### src/design/ats_cfg.svh
// Offsets, field positions, reset values and timing counts of the acquisition time base
`ifndef ATS_CFG_SVH
`define ATS_CFG_SVH
`define ATS_CTL_RANGE_BIT 9
`define ATS_REG_CTRL 4'h0
`define ATS_REG_DIV 4'h1
`define ATS_REG_PRE 4'h2
`define ATS_REG_POST 4'h3
`define ATS_REG_HOLDOFF 4'h4
`define ATS_REG_DELAY 4'h5
`define ATS_REG_PATTERN 4'h6
`define ATS_REG_DURMIN 4'h7
`define ATS_REG_DURMAX 4'h8
`define ATS_REG_STATUS 4'h9
`define ATS_REG_ICOUNT 4'ha
`define ATS_CTRL_START 0
`define ATS_CTRL_HALF 1
`define ATS_CTRL_OUTPH 2
`define ATS_CTRL_MODE 3
`define ATS_CTRL_SRC 5
`define ATS_RST_DIV 16'h0001
`define ATS_RST_PRE 16'h0010
`define ATS_RST_POST 16'h0010
`define ATS_REF_MHZ 125
`define ATS_CLK_PS 4000
`define ATS_DLY_MIN_PS 1500
`define ATS_DLY_MAX_PS 20000
`define ATS_STRETCH 1000
`define ATS_LOCK_CYCLES 64
`endif

### src/design/ats_pkg.sv
// Types shared by the acquisition time base modules
package ats_pkg;
	typedef enum logic [1:0] {ATS_TM_EDGE = 2'h0, ATS_TM_GLITCH = 2'h1, ATS_TM_PATTERN = 2'h2} ats_tmode_t;
	typedef enum logic [2:0] {
		ATS_IDLE = 3'h0, ATS_PRE = 3'h1, ATS_ARMED = 3'h3, ATS_POST = 3'h2, ATS_DONE = 3'h6
	} ats_state_t;
	typedef struct packed {
		ats_tmode_t mode;
		logic [1:0] src;
		logic [3:0] pattern;
		logic [3:0] mask;
		logic [15:0] holdoff;
		logic [15:0] delay;
		logic [15:0] dur_min;
		logic [15:0] dur_max;
	} ats_trig_cfg_t;
	typedef struct packed {
		logic half_mode;
		logic out_phase;
		logic quadrature;
		logic [7:0] route;
		logic [15:0] decim;
	} ats_conv_t;
endpackage

### src/design/ats_divider.sv
// Programmable sample-rate divider with reference lock indication
`timescale 1ns/1ps
`include "ats_cfg.svh"
module ats_divider import ats_pkg::*; #(
	parameter int DW = 16,
	parameter int LOCK = `ATS_LOCK_CYCLES
) (
	// Clock and reset
	input wire logic mclk,
	input wire logic srst,
	// Control
	input wire logic en,
	input wire logic [DW-1:0] div,
	// Result
	output logic tick,
	output logic locked
);
	logic [DW-1:0] cnt_r;
	logic [15:0] lock_r;
	wire logic [DW-1:0] last = (div == '0) ? '0 : div - DW'(1);
	wire logic wrap = (cnt_r >= last);

	// Divisor chosen from the time range gives each slower rate; see RULE4
	always_ff @(posedge mclk) begin
		if (srst || !en) begin
			cnt_r <= '0;
		end else begin
			cnt_r <= wrap ? '0 : cnt_r + DW'(1);
		end
	end

	// Sample clock counted as locked after a run of reference edges; see RULE2
	always_ff @(posedge mclk) begin
		if (srst || !en) begin
			lock_r <= 16'h0000;
		end else if (lock_r != 16'(LOCK)) begin
			lock_r <= lock_r + 16'h0001;
		end
	end

	assign tick = en && wrap && locked;
	assign locked = (lock_r == 16'(LOCK));
endmodule

### src/design/ats_timebase.sv
// Acquisition time base and trigger sequencer with host port
//
// Overview of operation
// RULE1: converter halves run in or out of phase
// RULE2: sample clock locked to the reference clock
// RULE3: slow rates decimate, converters keep full speed
// RULE4: other rates come from programmable reference division
// RULE5: pretrigger_ready asserted after enough pre-trigger samples
// RULE6: met condition returns qualified_trigger_event to timebase
// RULE7: post-trigger countdown stops clocks, flags completion
// RULE8: pulse spans trigger to next sample edge
// RULE9: interpolator stretches that pulse about 1000 times
// RULE10: counter runs during stretch, halts on completion
// RULE11: halted interpolation count is kept for positioning
// RULE12: trigger mode chosen from edge, glitch, pattern
// RULE13: holdoff, delay and pattern duration range qualification
// RULE14: delay timers span 1.5 to 20 ns; code clamps the delay to 1 to 5 clock cycles, i.e. 4 to 20 ns
// RULE15: full mode gives each channel its own pair
// RULE16: half mode: odd channel feeds both pairs, 90 degrees
// RULE17: host port: 16 data, 10 address, direction, strobes
// RULE18: data read strobe ignores the latched address
// RULE19: three status lines out, two control lines in
// RULE20: address space split into data and control ranges
// RULE21: trigger ignored until pretrigger_ready for this acquisition
`timescale 1ns/1ps
`include "ats_cfg.svh"
module ats_timebase import ats_pkg::*; #(
	parameter int AW = 10,
	parameter int DW = 16,
	parameter int STRETCH = `ATS_STRETCH
) (
	// Clock and reset
	input wire logic mclk,
	input wire logic srst,
	// Host port pins
	input wire logic [AW-1:0] hp_addr,
	input wire logic hp_rnw,
	input wire logic hp_rd_n,
	input wire logic hp_wr_n,
	input wire logic hp_drd_n,
	input wire logic [DW-1:0] hp_data_in,
	output logic [DW-1:0] hp_data_out,
	output logic hp_data_oe,
	// Acquisition memory side
	input wire logic [DW-1:0] acq_data,
	output logic [AW-1:0] acq_addr,
	output logic acq_rd,
	// Trigger pins and control lines
	input wire logic [3:0] ch_trig,
	input wire logic ctl_trig_en,
	input wire logic ctl_clk_run,
	// Time base outputs
	output logic pretrigger_ready,
	output logic qualified_trigger_event,
	output logic sample_clk_en,
	output logic interp_pulse,
	output logic acq_done,
	output logic dll_locked,
	output ats_conv_t conv,
	// Status lines
	output logic stat_run,
	output logic stat_trig,
	output logic stat_interp
);
	// Two-flop synchronisers for every host port, trigger and control input; acq_data is used unsynchronised
	localparam int SW = AW + DW + 4 + 4 + 2;
	logic [SW-1:0] s1_r, s2_r;
	always_ff @(posedge mclk) begin
		s1_r <= {hp_addr, hp_data_in, hp_rnw, hp_rd_n, hp_wr_n, hp_drd_n, ch_trig, ctl_trig_en, ctl_clk_run};
		s2_r <= s1_r;
	end
	wire logic [AW-1:0] a_s = s2_r[SW-1 -: AW];
	wire logic [DW-1:0] d_s = s2_r[SW-AW-1 -: DW];
	wire logic rnw_s = s2_r[9];
	wire logic rd_s = !s2_r[8];
	wire logic wr_s = !s2_r[7];
	wire logic drd_s = !s2_r[6];
	wire logic [3:0] trig_s = s2_r[5:2];
	wire logic trig_en_s = s2_r[1];
	wire logic clk_run_s = s2_r[0];

	// Control state
	logic [DW-1:0] ctrl_r, div_r, pre_r, post_r, icount_r;
	ats_trig_cfg_t tcfg_r;
	logic wr_prev_r, drd_prev_r;
	ats_state_t st_r, st_nxt;
	logic [DW-1:0] pre_cnt_r, post_cnt_r;
	logic ready_r, qte_r, done_r, samp_r, lock_r;
	logic [DW-1:0] rdata_r;
	logic oe_r, acq_rd_r;
	logic [AW-1:0] acq_addr_r;
	logic ipulse_r, stretch_r;
	logic [31:0] pw_r, st_cnt_r, run_cnt_r;
	ats_conv_t conv_r;
	logic run_o_r, trig_o_r, interp_o_r;

	// Host port decode
	wire logic ctl_range = a_s[`ATS_CTL_RANGE_BIT];
	wire logic [3:0] reg_idx = a_s[3:0];
	wire logic wr_go = wr_s && !wr_prev_r && !rnw_s && ctl_range;
	wire logic start_go = wr_go && reg_idx == `ATS_REG_CTRL && d_s[`ATS_CTRL_START];
	wire logic rd_act = rd_s && rnw_s;
	wire logic [DW-1:0] status_w = {9'h000, lock_r, done_r, ready_r, stretch_r, st_r};

	function automatic logic [DW-1:0] reg_read(input logic [3:0] idx);
		case (idx)
			`ATS_REG_CTRL: reg_read = ctrl_r;
			`ATS_REG_DIV: reg_read = div_r;
			`ATS_REG_PRE: reg_read = pre_r;
			`ATS_REG_POST: reg_read = post_r;
			`ATS_REG_HOLDOFF: reg_read = tcfg_r.holdoff;
			`ATS_REG_DELAY: reg_read = tcfg_r.delay;
			`ATS_REG_PATTERN: reg_read = {8'h00, tcfg_r.mask, tcfg_r.pattern};
			`ATS_REG_DURMIN: reg_read = tcfg_r.dur_min;
			`ATS_REG_DURMAX: reg_read = tcfg_r.dur_max;
			`ATS_REG_STATUS: reg_read = status_w;
			`ATS_REG_ICOUNT: reg_read = icount_r;
			default: reg_read = '0;
		endcase
	endfunction

	// Data strobe wins and ignores the address; see RULE18 and RULE20
	wire logic [DW-1:0] rdata_nxt = drd_s ? acq_data : (ctl_range ? reg_read(reg_idx) : acq_data);

	// Host port pins and memory fetch; see RULE17
	always_ff @(posedge mclk) begin
		if (srst) begin
			rdata_r <= '0;
			oe_r <= 1'b0;
			acq_rd_r <= 1'b0;
			acq_addr_r <= '0;
			wr_prev_r <= 1'b0;
			drd_prev_r <= 1'b0;
		end else begin
			wr_prev_r <= wr_s;
			drd_prev_r <= drd_s;
			oe_r <= drd_s || rd_act;
			rdata_r <= (drd_s || rd_act) ? rdata_nxt : rdata_r;
			acq_rd_r <= (drd_s && !drd_prev_r) || (rd_act && !ctl_range);
			if (rd_act && !drd_s) begin
				acq_addr_r <= a_s;
			end
		end
	end

	// Control elements written in the control range
	always_ff @(posedge mclk) begin
		if (srst) begin
			ctrl_r <= '0;
			div_r <= `ATS_RST_DIV;
			pre_r <= `ATS_RST_PRE;
			post_r <= `ATS_RST_POST;
			tcfg_r <= '0;
		end else if (wr_go) begin
			case (reg_idx)
				`ATS_REG_CTRL: ctrl_r <= d_s;
				`ATS_REG_DIV: div_r <= d_s;
				`ATS_REG_PRE: pre_r <= d_s;
				`ATS_REG_POST: post_r <= d_s;
				`ATS_REG_HOLDOFF: tcfg_r.holdoff <= d_s;
				`ATS_REG_DELAY: tcfg_r.delay <= d_s;
				`ATS_REG_PATTERN: {tcfg_r.mask, tcfg_r.pattern} <= d_s[7:0];
				`ATS_REG_DURMIN: tcfg_r.dur_min <= d_s;
				`ATS_REG_DURMAX: tcfg_r.dur_max <= d_s;
				default: ;
			endcase
			if (reg_idx == `ATS_REG_CTRL) begin
				tcfg_r.mode <= ats_tmode_t'(d_s[`ATS_CTRL_MODE +: 2]);
				tcfg_r.src <= d_s[`ATS_CTRL_SRC +: 2];
			end
		end
	end

	// Sample clock divider and trigger qualifier
	wire logic running = (st_r == ATS_PRE) || (st_r == ATS_ARMED) || (st_r == ATS_POST);
	wire logic clk_en = running && clk_run_s;
	logic tick, locked, hit;
	ats_divider #(.DW(DW)) u_div (
		.mclk(mclk),
		.srst(srst),
		.en(clk_en),
		.div(div_r),
		.tick(tick),
		.locked(locked)
	);
	ats_trig_qual u_qual (
		.mclk(mclk),
		.srst(srst),
		.trig(trig_s),
		.cfg(tcfg_r),
		.hit(hit)
	);

	// Trigger honoured only once armed for this acquisition; see RULE6 and RULE21
	wire logic qte = hit && trig_en_s && st_r == ATS_ARMED && ready_r;
	wire logic pre_full = pre_cnt_r >= pre_r;

	always_comb begin
		st_nxt = st_r;
		case (st_r)
			ATS_IDLE: st_nxt = start_go ? ATS_PRE : ATS_IDLE;
			ATS_PRE: st_nxt = pre_full ? ATS_ARMED : ATS_PRE;
			ATS_ARMED: st_nxt = qte ? ATS_POST : ATS_ARMED;
			ATS_POST: st_nxt = (post_cnt_r == '0) ? ATS_DONE : ATS_POST;
			ATS_DONE: st_nxt = start_go ? ATS_PRE : ATS_DONE;
			default: st_nxt = ATS_IDLE;
		endcase
	end

	// Sequencer: pre-trigger fill, arm, post-trigger countdown
	always_ff @(posedge mclk) begin
		if (srst) begin
			st_r <= ATS_IDLE;
			pre_cnt_r <= '0;
			post_cnt_r <= '0;
			ready_r <= 1'b0;
			done_r <= 1'b0;
		end else begin
			st_r <= st_nxt;
			if (start_go) begin
				pre_cnt_r <= '0;
				done_r <= 1'b0;
				ready_r <= 1'b0;
			end else if (st_r == ATS_PRE && tick) begin
				pre_cnt_r <= pre_cnt_r + DW'(1);
			end
			if (st_r == ATS_PRE && pre_full) begin
				ready_r <= 1'b1; // see RULE5
			end else if (qte) begin
				ready_r <= 1'b0;
			end
			if (qte) begin
				post_cnt_r <= post_r; // see RULE7
			end else if (st_r == ATS_POST && tick && post_cnt_r != '0) begin
				post_cnt_r <= post_cnt_r - DW'(1);
			end
			if (st_r == ATS_POST && post_cnt_r == '0) begin
				done_r <= 1'b1; // see RULE7
			end
		end
	end

	// Interpolator pulse, stretch and interval count
	wire logic [31:0] stretch_len = pw_r * 32'(STRETCH);
	always_ff @(posedge mclk) begin
		if (srst) begin
			ipulse_r <= 1'b0;
			stretch_r <= 1'b0;
			pw_r <= '0;
			st_cnt_r <= '0;
			run_cnt_r <= '0;
			icount_r <= '0;
		end else begin
			if (qte) begin
				ipulse_r <= 1'b1; // see RULE8
				pw_r <= 32'h0000_0001;
			end else if (ipulse_r && tick) begin
				ipulse_r <= 1'b0;
				stretch_r <= 1'b1;
				st_cnt_r <= 32'h0000_0001;
				run_cnt_r <= '0;
			end else if (ipulse_r) begin
				pw_r <= pw_r + 32'h0000_0001;
			end
			if (stretch_r) begin
				st_cnt_r <= st_cnt_r + 32'h0000_0001; // see RULE9
				run_cnt_r <= run_cnt_r + 32'h0000_0001; // see RULE10
				if (st_cnt_r >= stretch_len) begin
					stretch_r <= 1'b0;
					icount_r <= run_cnt_r[DW-1:0] + DW'(1); // see RULE11
				end
			end
		end
	end

	// Converter setup: phase, decimation and channel routing
	always_ff @(posedge mclk) begin
		if (srst) begin
			conv_r <= '0;
			qte_r <= 1'b0;
			samp_r <= 1'b0;
			lock_r <= 1'b0;
			run_o_r <= 1'b0;
			trig_o_r <= 1'b0;
			interp_o_r <= 1'b0;
		end else begin
			conv_r.half_mode <= ctrl_r[`ATS_CTRL_HALF];
			conv_r.out_phase <= ctrl_r[`ATS_CTRL_OUTPH]; // see RULE1
			conv_r.quadrature <= ctrl_r[`ATS_CTRL_HALF]; // see RULE16
			conv_r.route <= ctrl_r[`ATS_CTRL_HALF] ? 8'h20 : 8'he4; // see RULE15
			conv_r.decim <= (div_r == '0) ? DW'(1) : div_r; // see RULE3
			qte_r <= qte;
			samp_r <= tick && st_r != ATS_DONE;
			lock_r <= locked; // see RULE2
			run_o_r <= running; // see RULE19
			trig_o_r <= (st_r == ATS_POST) || (st_r == ATS_DONE);
			interp_o_r <= ipulse_r || stretch_r;
		end
	end

	assign hp_data_out = rdata_r;
	assign hp_data_oe = oe_r;
	assign acq_addr = acq_addr_r;
	assign acq_rd = acq_rd_r;
	assign pretrigger_ready = ready_r;
	assign qualified_trigger_event = qte_r;
	assign sample_clk_en = samp_r;
	assign interp_pulse = ipulse_r;
	assign acq_done = done_r;
	assign dll_locked = lock_r;
	assign conv = conv_r;
	assign stat_run = run_o_r;
	assign stat_trig = trig_o_r;
	assign stat_interp = interp_o_r;
endmodule

### src/design/ats_trig_qual.sv
// Trigger mode selection, holdoff, delay and duration qualification
`timescale 1ns/1ps
`include "ats_cfg.svh"
module ats_trig_qual import ats_pkg::*; (
	// Clock and reset
	input wire logic mclk,
	input wire logic srst,
	// Channel triggers and setup
	input wire logic [3:0] trig,
	input wire ats_trig_cfg_t cfg,
	// Qualified condition
	output logic hit
);
	localparam logic [15:0] DLY_MIN = 16'((`ATS_DLY_MIN_PS + `ATS_CLK_PS - 1) / `ATS_CLK_PS);
	localparam logic [15:0] DLY_MAX = 16'(`ATS_DLY_MAX_PS / `ATS_CLK_PS);
	logic [3:0] prev_r;
	logic run_prev_r;
	logic [15:0] wid_r, ho_r, dl_r;
	logic hit_r;

	function automatic logic [15:0] clamp_dly(input logic [15:0] d);
		clamp_dly = (d < DLY_MIN) ? DLY_MIN : (d > DLY_MAX) ? DLY_MAX : d;
	endfunction

	wire logic sel = trig[cfg.src];
	wire logic rise = sel && !prev_r[cfg.src];
	wire logic match = (((trig ^ cfg.pattern) & cfg.mask) == 4'h0);
	wire logic run = (cfg.mode == ATS_TM_PATTERN) ? match : sel;
	wire logic end_run = run_prev_r && !run;
	wire logic in_range = (wid_r >= cfg.dur_min) && (wid_r <= cfg.dur_max);
	// Mode picks edge, glitch or pattern; see RULE12
	wire logic cand = (cfg.mode == ATS_TM_EDGE) ? rise :
		(cfg.mode == ATS_TM_GLITCH) ? (end_run && wid_r < cfg.dur_min) :
		(cfg.mode == ATS_TM_PATTERN) ? (end_run && in_range) : 1'b0;
	wire logic start = cand && ho_r == 16'h0000 && dl_r == 16'h0000;

	always_ff @(posedge mclk) begin
		prev_r <= trig;
		run_prev_r <= run;
		wid_r <= run ? ((wid_r == 16'hffff) ? wid_r : wid_r + 16'h0001) : 16'h0000;
	end

	// Holdoff and delay timers qualify the condition; see RULE13 and RULE14
	always_ff @(posedge mclk) begin
		if (srst) begin
			ho_r <= 16'h0000;
			dl_r <= 16'h0000;
			hit_r <= 1'b0;
		end else begin
			hit_r <= (dl_r == 16'h0001);
			if (start) begin
				dl_r <= clamp_dly(cfg.delay);
			end else if (dl_r != 16'h0000) begin
				dl_r <= dl_r - 16'h0001;
			end
			if (dl_r == 16'h0001) begin
				ho_r <= cfg.holdoff;
			end else if (ho_r != 16'h0000) begin
				ho_r <= ho_r - 16'h0001;
			end
		end
	end

	assign hit = hit_r;
endmodule

### config.mk
export PLATFORM = sky130hd
export DESIGN_NAME = ats_timebase
export DESIGN_NICKNAME = d
export VERILOG_FILES = /design/src/design/ats_pkg.sv /design/src/design/ats_divider.sv /design/src/design/ats_timebase.sv /design/src/design/ats_trig_qual.sv
export VERILOG_INCLUDE_DIRS = /design/src /design/src/design
export SDC_FILE = /design/constraint.sdc
export NUM_CORES = 1
export LEC_CHECK = 0
export BUFFER_PORTS_ARGS = -buffer_cell sky130_fd_sc_hd__buf_2
export CAP_MARGIN = 5
export CORE_UTILIZATION = 25
export CTS_BUF_LIST = sky130_fd_sc_hd__clkbuf_8
export DETAILED_ROUTE_END_ITERATION = 10
export GPL_ROUTABILITY_DRIVEN = 0
export PLACE_DENSITY = 0.35
export SKIP_LAST_GASP = 1
export SYNTH_ARGS = -nofsm -noshare
export SYNTH_HDL_FRONTEND = slang
export SYNTH_SLANG_ARGS = --single-unit
### constraint.sdc
create_clock -name mclk -period 16.42 [get_ports mclk]
set_input_delay 3.284 -clock mclk [delete_from_list [all_inputs] [get_ports mclk]]
set_output_delay 3.284 -clock mclk [all_outputs]
set_load 0.02 [all_outputs]
# Word-level counts from Yosys, hierarchy flattened
# Cells that the tools add are included.
# word_totals
register_bits	511
out_inout_bits	64
# classes
add_sub_neg	12
multipliers	1
order_cmp	9
n_eq_ne	23
muxes	47
bitwise	3
n_reduce_logical	82
# ops
cell	n
$mux 32	6
$mux 16	11
$pmux 16 s11	1
$add 32x1->32 const B	3
$add 16x1->16 const B	5
$logic_not 16->1	4
$sub 16x1->16 const B	4
$ge 16x16->1	3
$reduce_bool 16->1	3
$ge 32x32->1	1
$mul 32x7->29 const B	1
$logic_and 1x1->1	29
$reduce_and 2->1	13
$mux 1	22
$eq 16x1->1 const B	1
$eq 16x16->1 const B	1
$eq 16x7->1 const B	1
$eq 4x3->1 const B	4
$gt 16x3->1 const B	1
$le 16x16->1	1
$lt 16x1->1 const B	1
$lt 16x16->1	1
$ne 16x7->1 const B	1
$pmux 3 s5	1
other kinds (26)	58

# Longest topological paths before layout
# logic_depth
word_depth	13
depth_mapped	25
ltp_nobuf	24

# Cells and area by module
# A second synthesis with hierarchy kept.
# hier_totals
hier_cells	2999
hier_area_um2	25839.8
# by_module_without_submodules
module	instances	cells_per_inst	area_per_inst_um2	seq_area_each_um2
ats_timebase	1	2312	20150.6	7927.6
ats_trig_qual	1	424	3494.6	1081.0
ats_divider	1	263	2194.6	640.6

# Worst setup path after synthesis
# Ideal clock, no wire load.
# synth_timing
path_kind	flip-flop to flip-flop
start	register pw_r[0]
end	register icount_r[10]
setup_time_ns	0.138
t_arrival_ns	6.264
t_required_ns	16.282
path_slack_ns	10.018
path_stages_with_launch	26
path_buffers	1
period_less_slack_ns	6.402
cell_sequence	dfxtp_1 > fa_1 > fa_1 > inv_1 > fa_1 > fa_1 > inv_1 > ha_1 > o21a_1 > o31a_1 > o32ai_2 > nor2_1 > o32ai_1 > nor4_1 > o41ai_1 > xor2_1 > ha_1 > a21oi_1 > nand2_1 > a211oi_1 > o21ai_0 > a22oi_1 > nand2_1 > clkbuf_1 > nor2_1 > a211oi_1
# synth_via
elab_chain_cells	3
# synth_rtl
item	line	rtl
start: declaration	ats_timebase.sv:93	logic [31:0] pw_r, st_cnt_r, run_cnt_r;
start signal: assignment	ats_timebase.sv:263	pw_r <= pw_r + 32'h0000_0001;
$mul 32x7->29	ats_timebase.sv:244	wire logic [31:0] stretch_len = pw_r * 32'(STRETCH);
$ge 32x32->1	ats_timebase.sv:268	if (st_cnt_r >= stretch_len) begin
$reduce_and 2->1 (no source line)	n/a	
end signal: assignment	ats_timebase.sv:270	icount_r <= run_cnt_r[DW-1:0] + DW'(1);
end: declaration	ats_timebase.sv:83	logic [DW-1:0] ctrl_r, div_r, pre_r, post_r, icount_r;
# No other way between the ends.
# A chain may end at the register's enable or synchronous reset.

# Worst setup path in the final report
# layout_timing
start	register pw_r[0]
end	register icount_r[9]
# Same word-level chain as after synthesis.

==> key figures <==
Power
  • Leakage: 0.01138 uW
  • Power Internal: 2073 uW
  • Switching pwr: 790.7 uW
  • Pwr dens: 97.18 mW/mm^2
  • Seq pwr share: 0.441
  • Share of power burned in the clock network: 0.460
  • Sw frac: 0.2761
  • Worst VDD drop: 61.62 uV
  • Part of the power in combinational logic: 0.098

Cells and area
  • # fillers: 10.74k
  • Synthesis-to-finish area growth: 15.65%
  • Final net count: 3,369
  • Finished Layout Cells: 4,492
  • Share of layout cells above drive strength 1: 0.1011
  • Footprint of the multi-input gates: 0.01448 mm^2
  • Util after Layout: 0.2930
  • Reg area: 0.009649 mm^2

Detailed routing
  • Vias per std cell: 4.785
  • Starting DRC count in detailed routing: 1,313
  • Final wirelength: 87,910 um
  • Via count: 21.49k
  • Number of remaining DRC errors: 0
  • First-pass iteration count of the detailed router: 6
  • DRT antenna net count: 0
  • Routed WL per cell: 19.57 um

Yosys
  • Share of the synthesized area in the top cell type: 0.3787
  • Top-count cell post-synth: dfxtp_1
  • Synth warnings: 0
  • Top cells by area, synth: dfxtp_1 38%, ha_1 8.0%, fa_1 7.2%
  • Synth async-reset ratio: 0
  • Commonest cells in the netlist: 482 x dfxtp_1, 429 x nand2_1, 256 x a21oi_1
  • Sequential area share after synthesis: 0.3787
  • Post-synthesis area per instance: 8.590 um^2
  • Post-synth top flop: dfxtp_1
  • Synth Register Bits: 482
  • Post-synthesis cell area: 0.02548 mm^2
  • Cells after Synth: 2,966
  • Post-synth EDFFs: 0
  • Yosys cell types: 82
  • Cell type with the largest total area after synthesis: dfxtp_1

Global routing
  • First-pass GRT wire length: 133,300 um
  • Vias in the first global route: 21.13k
  • Largest net degree at the start of global routing: 80
  • Remaining Overflow, GRT: 0
  • Gr usage total: 0.1689
  • Initial antenna violation count: 3

CTS
  • TritonCTS clock tree: done
  • Num Clock Sinks: 482
  • Worst skew pair latency: 0.74 ns
  • Post-CTS resize count: 0
  • Max Root-Sink Buffers: 3
  • CTS Buf Count: 93
  • Post-CTS Setup Inserts: 0
  • Clock slew seen by the registers of the worst setup and hold paths: 0.06 ns
  • Hold_buf cts: 0
  • H-tree depth: 3
  • Clk root buf: clkbuf_8

Timing
  • Max Freq: 130.9 MHz
  • RSZ-0062 raised after global routing: no
  • Setup-failing EPs final: 0
  • Worst Skew: 0.04229 ns
  • Sum Neg Setup Slack: 0 ns
  • Final period utilization: 0.4653
  • Fin crit period: 7.641 ns
  • Hold Vio Cnt, Final: 0
  • Fin Hold WS: 0.3193 ns
  • Slew at the pin with the worst max-slew slack: 1.249 ns
  • Max Slew Vio Count: 0
  • Max_slew headroom: 0.1609

Worst setup path
  • CP Capture Type: flop
  • CP required: 17.09 ns
  • Setup Crit Path Kind: flop to flop
  • WP data arrival: 8.31 ns
  • Type of origin of the critical path: flop
  • Crit-path max FO: 26

Outcome
  • Status: finished clean

Hold path
  • Worst min-delay path class: flop to flop

Die
  • Die H: 321.2 um
  • Cell row count: 116
  • Io pins: 118
  • Starting Density: 0.2533
  • Core Region: 0.1006 mm^2
  • Die Footprint: 0.1032 mm^2
  • Die width: 321.2 um

Placement
  • HPWL after DPL: 64,940 um
  • I/O Buffers: 113
  • Dpl cells: 4,323

Flow run
  • Max cap viols: 0
-- sequential cells by signal, indices dropped and copies added, names as in the netlist, 4 cells and up --
signal,flops
icount_r,16
conv,20
post_cnt_r,16
tcfg_r,72
div_r,16
u_div.cnt_r,16
u_qual.prev_r,4
ctrl_r,16
u_qual.wid_r,16
st_cnt_r,32
s2_r,36
hp_data_out,16
run_cnt_r,16
pre_r,16
post_r,16
acq_addr,10
pw_r,29
s1_r,36
pre_cnt_r,16
u_qual.ho_r,16
u_div.lock_r,16
u_qual.dl_r,16
-- critical path, cell delays in order (launching register included) --
cell      delay [ns]
dfxtp_1         0.54
fa_1            0.51
fa_1            0.53
inv_1           0.06
fa_1            0.47
fa_1            0.52
inv_1           0.05
ha_1            0.33
o21a_1          0.18
o31a_1          0.13
o32ai_2         0.38
nor2_1          0.11
o32ai_1         0.54
nor4_1          0.21
o41ai_1         0.42
xor2_1          0.19
ha_1            0.28
a21oi_1         0.18
nand2_1         0.07
a211oi_1        0.21
o21ai_0         0.14
a22oi_1         0.46
nand2_1         0.60
nor2_1          0.31
a22o_1          0.17
-- routing by layer --
layer  part of all wire  global-route usage  routed length (um)
met1               0.49              0.2373               42900
met2               0.45              0.2668               39250
met3              0.048             0.02707                4221
met4              0.018             0.04328                1544
met5                  0                   0                   0
-- power groups by stage --
stage                     Clock, uW  Combinational, uW  Sequential [uW]
after floorplan                   0                215             1270
after global placement            0                280             1290
after detailed placement          0                282             1290
after CTS                      1380                284             1260
after global routing           1430                314             1270
final                          1320                281             1260
-- stage by stage --
stage          total power (uW)  worst slack (ns)  cell area (um^2)
6_report                   2863             8.779             29470
5_1_grt                    3012             8.202             29470
4_1_cts                    2928             8.732             29460
3_5_place_dp               1571             8.764             27400
3_3_place_gp               1567             8.898             27400
2_1_floorplan              1485             10.02             25490
-- worst paths after layout --
kind,cells after the start,startpoint,to,slack (ns)
max,24,pw_r[0],icount_r[9],8.78
max reg2reg,24,pw_r[0],icount_r[9],8.78
min reg2reg,0,s1_r[12],s2_r[12],0.32
min,0,s1_r[12],s2_r[12],0.32
-- cells in the final DEF, fill, tap and decap left out, types with 23 or more instances in the layout --
master / count
nor2_1: 251
a211oi_1: 42
xnor2_1: 88
a21o_1: 29
dfxtp_1: 482
buf_2: 112
nand2_1: 429
nand3_1: 81
clkbuf_8: 124
xor2_1: 72
nor4_1: 25
nand4_1: 56
and3_1: 44
fa_1: 91
a21oi_1: 256
nand2b_1: 25
a31oi_1: 25
nor2b_1: 23
inv_1: 226
a22oi_1: 39
nor3_1: 63
buf_4: 29
o21ai_0: 57
or3_1: 23
ha_1: 163
-- kinds of logic after synthesis --
logic type | after synthesis | share of synthesized area
AO/OA/AOI/OAI | 596 | 0.1502
buffers and inverters | 352 | 0.05431
flip-flops | 482 | 0.3787
AND/OR/NAND/NOR | 1097 | 0.1997
adder cells (fa/ha/maj) | 254 | 0.1515
other | 1 | 0.0001472
multiplexers | 24 | 0.01041
XOR/XNOR | 160 | 0.05500
-- layout make-up --
| class | instances | share of cell area |
|---|---|---|
| diodes | 1 | 0.00008493 |
| clock buffers | 124 | 0.05792 |
| clock inverters | 44 | 0.01210 |
| inverters | 207 | 0.02637 |
| multi-input cells | 2135 | 0.4915 |
| flip-flops and latches | 482 | 0.3275 |
| well taps | 1357 | 0.05762 |
| repair buffers | 142 | 0.02692 |
Note: power is estimated with default switching activity, not from simulation.
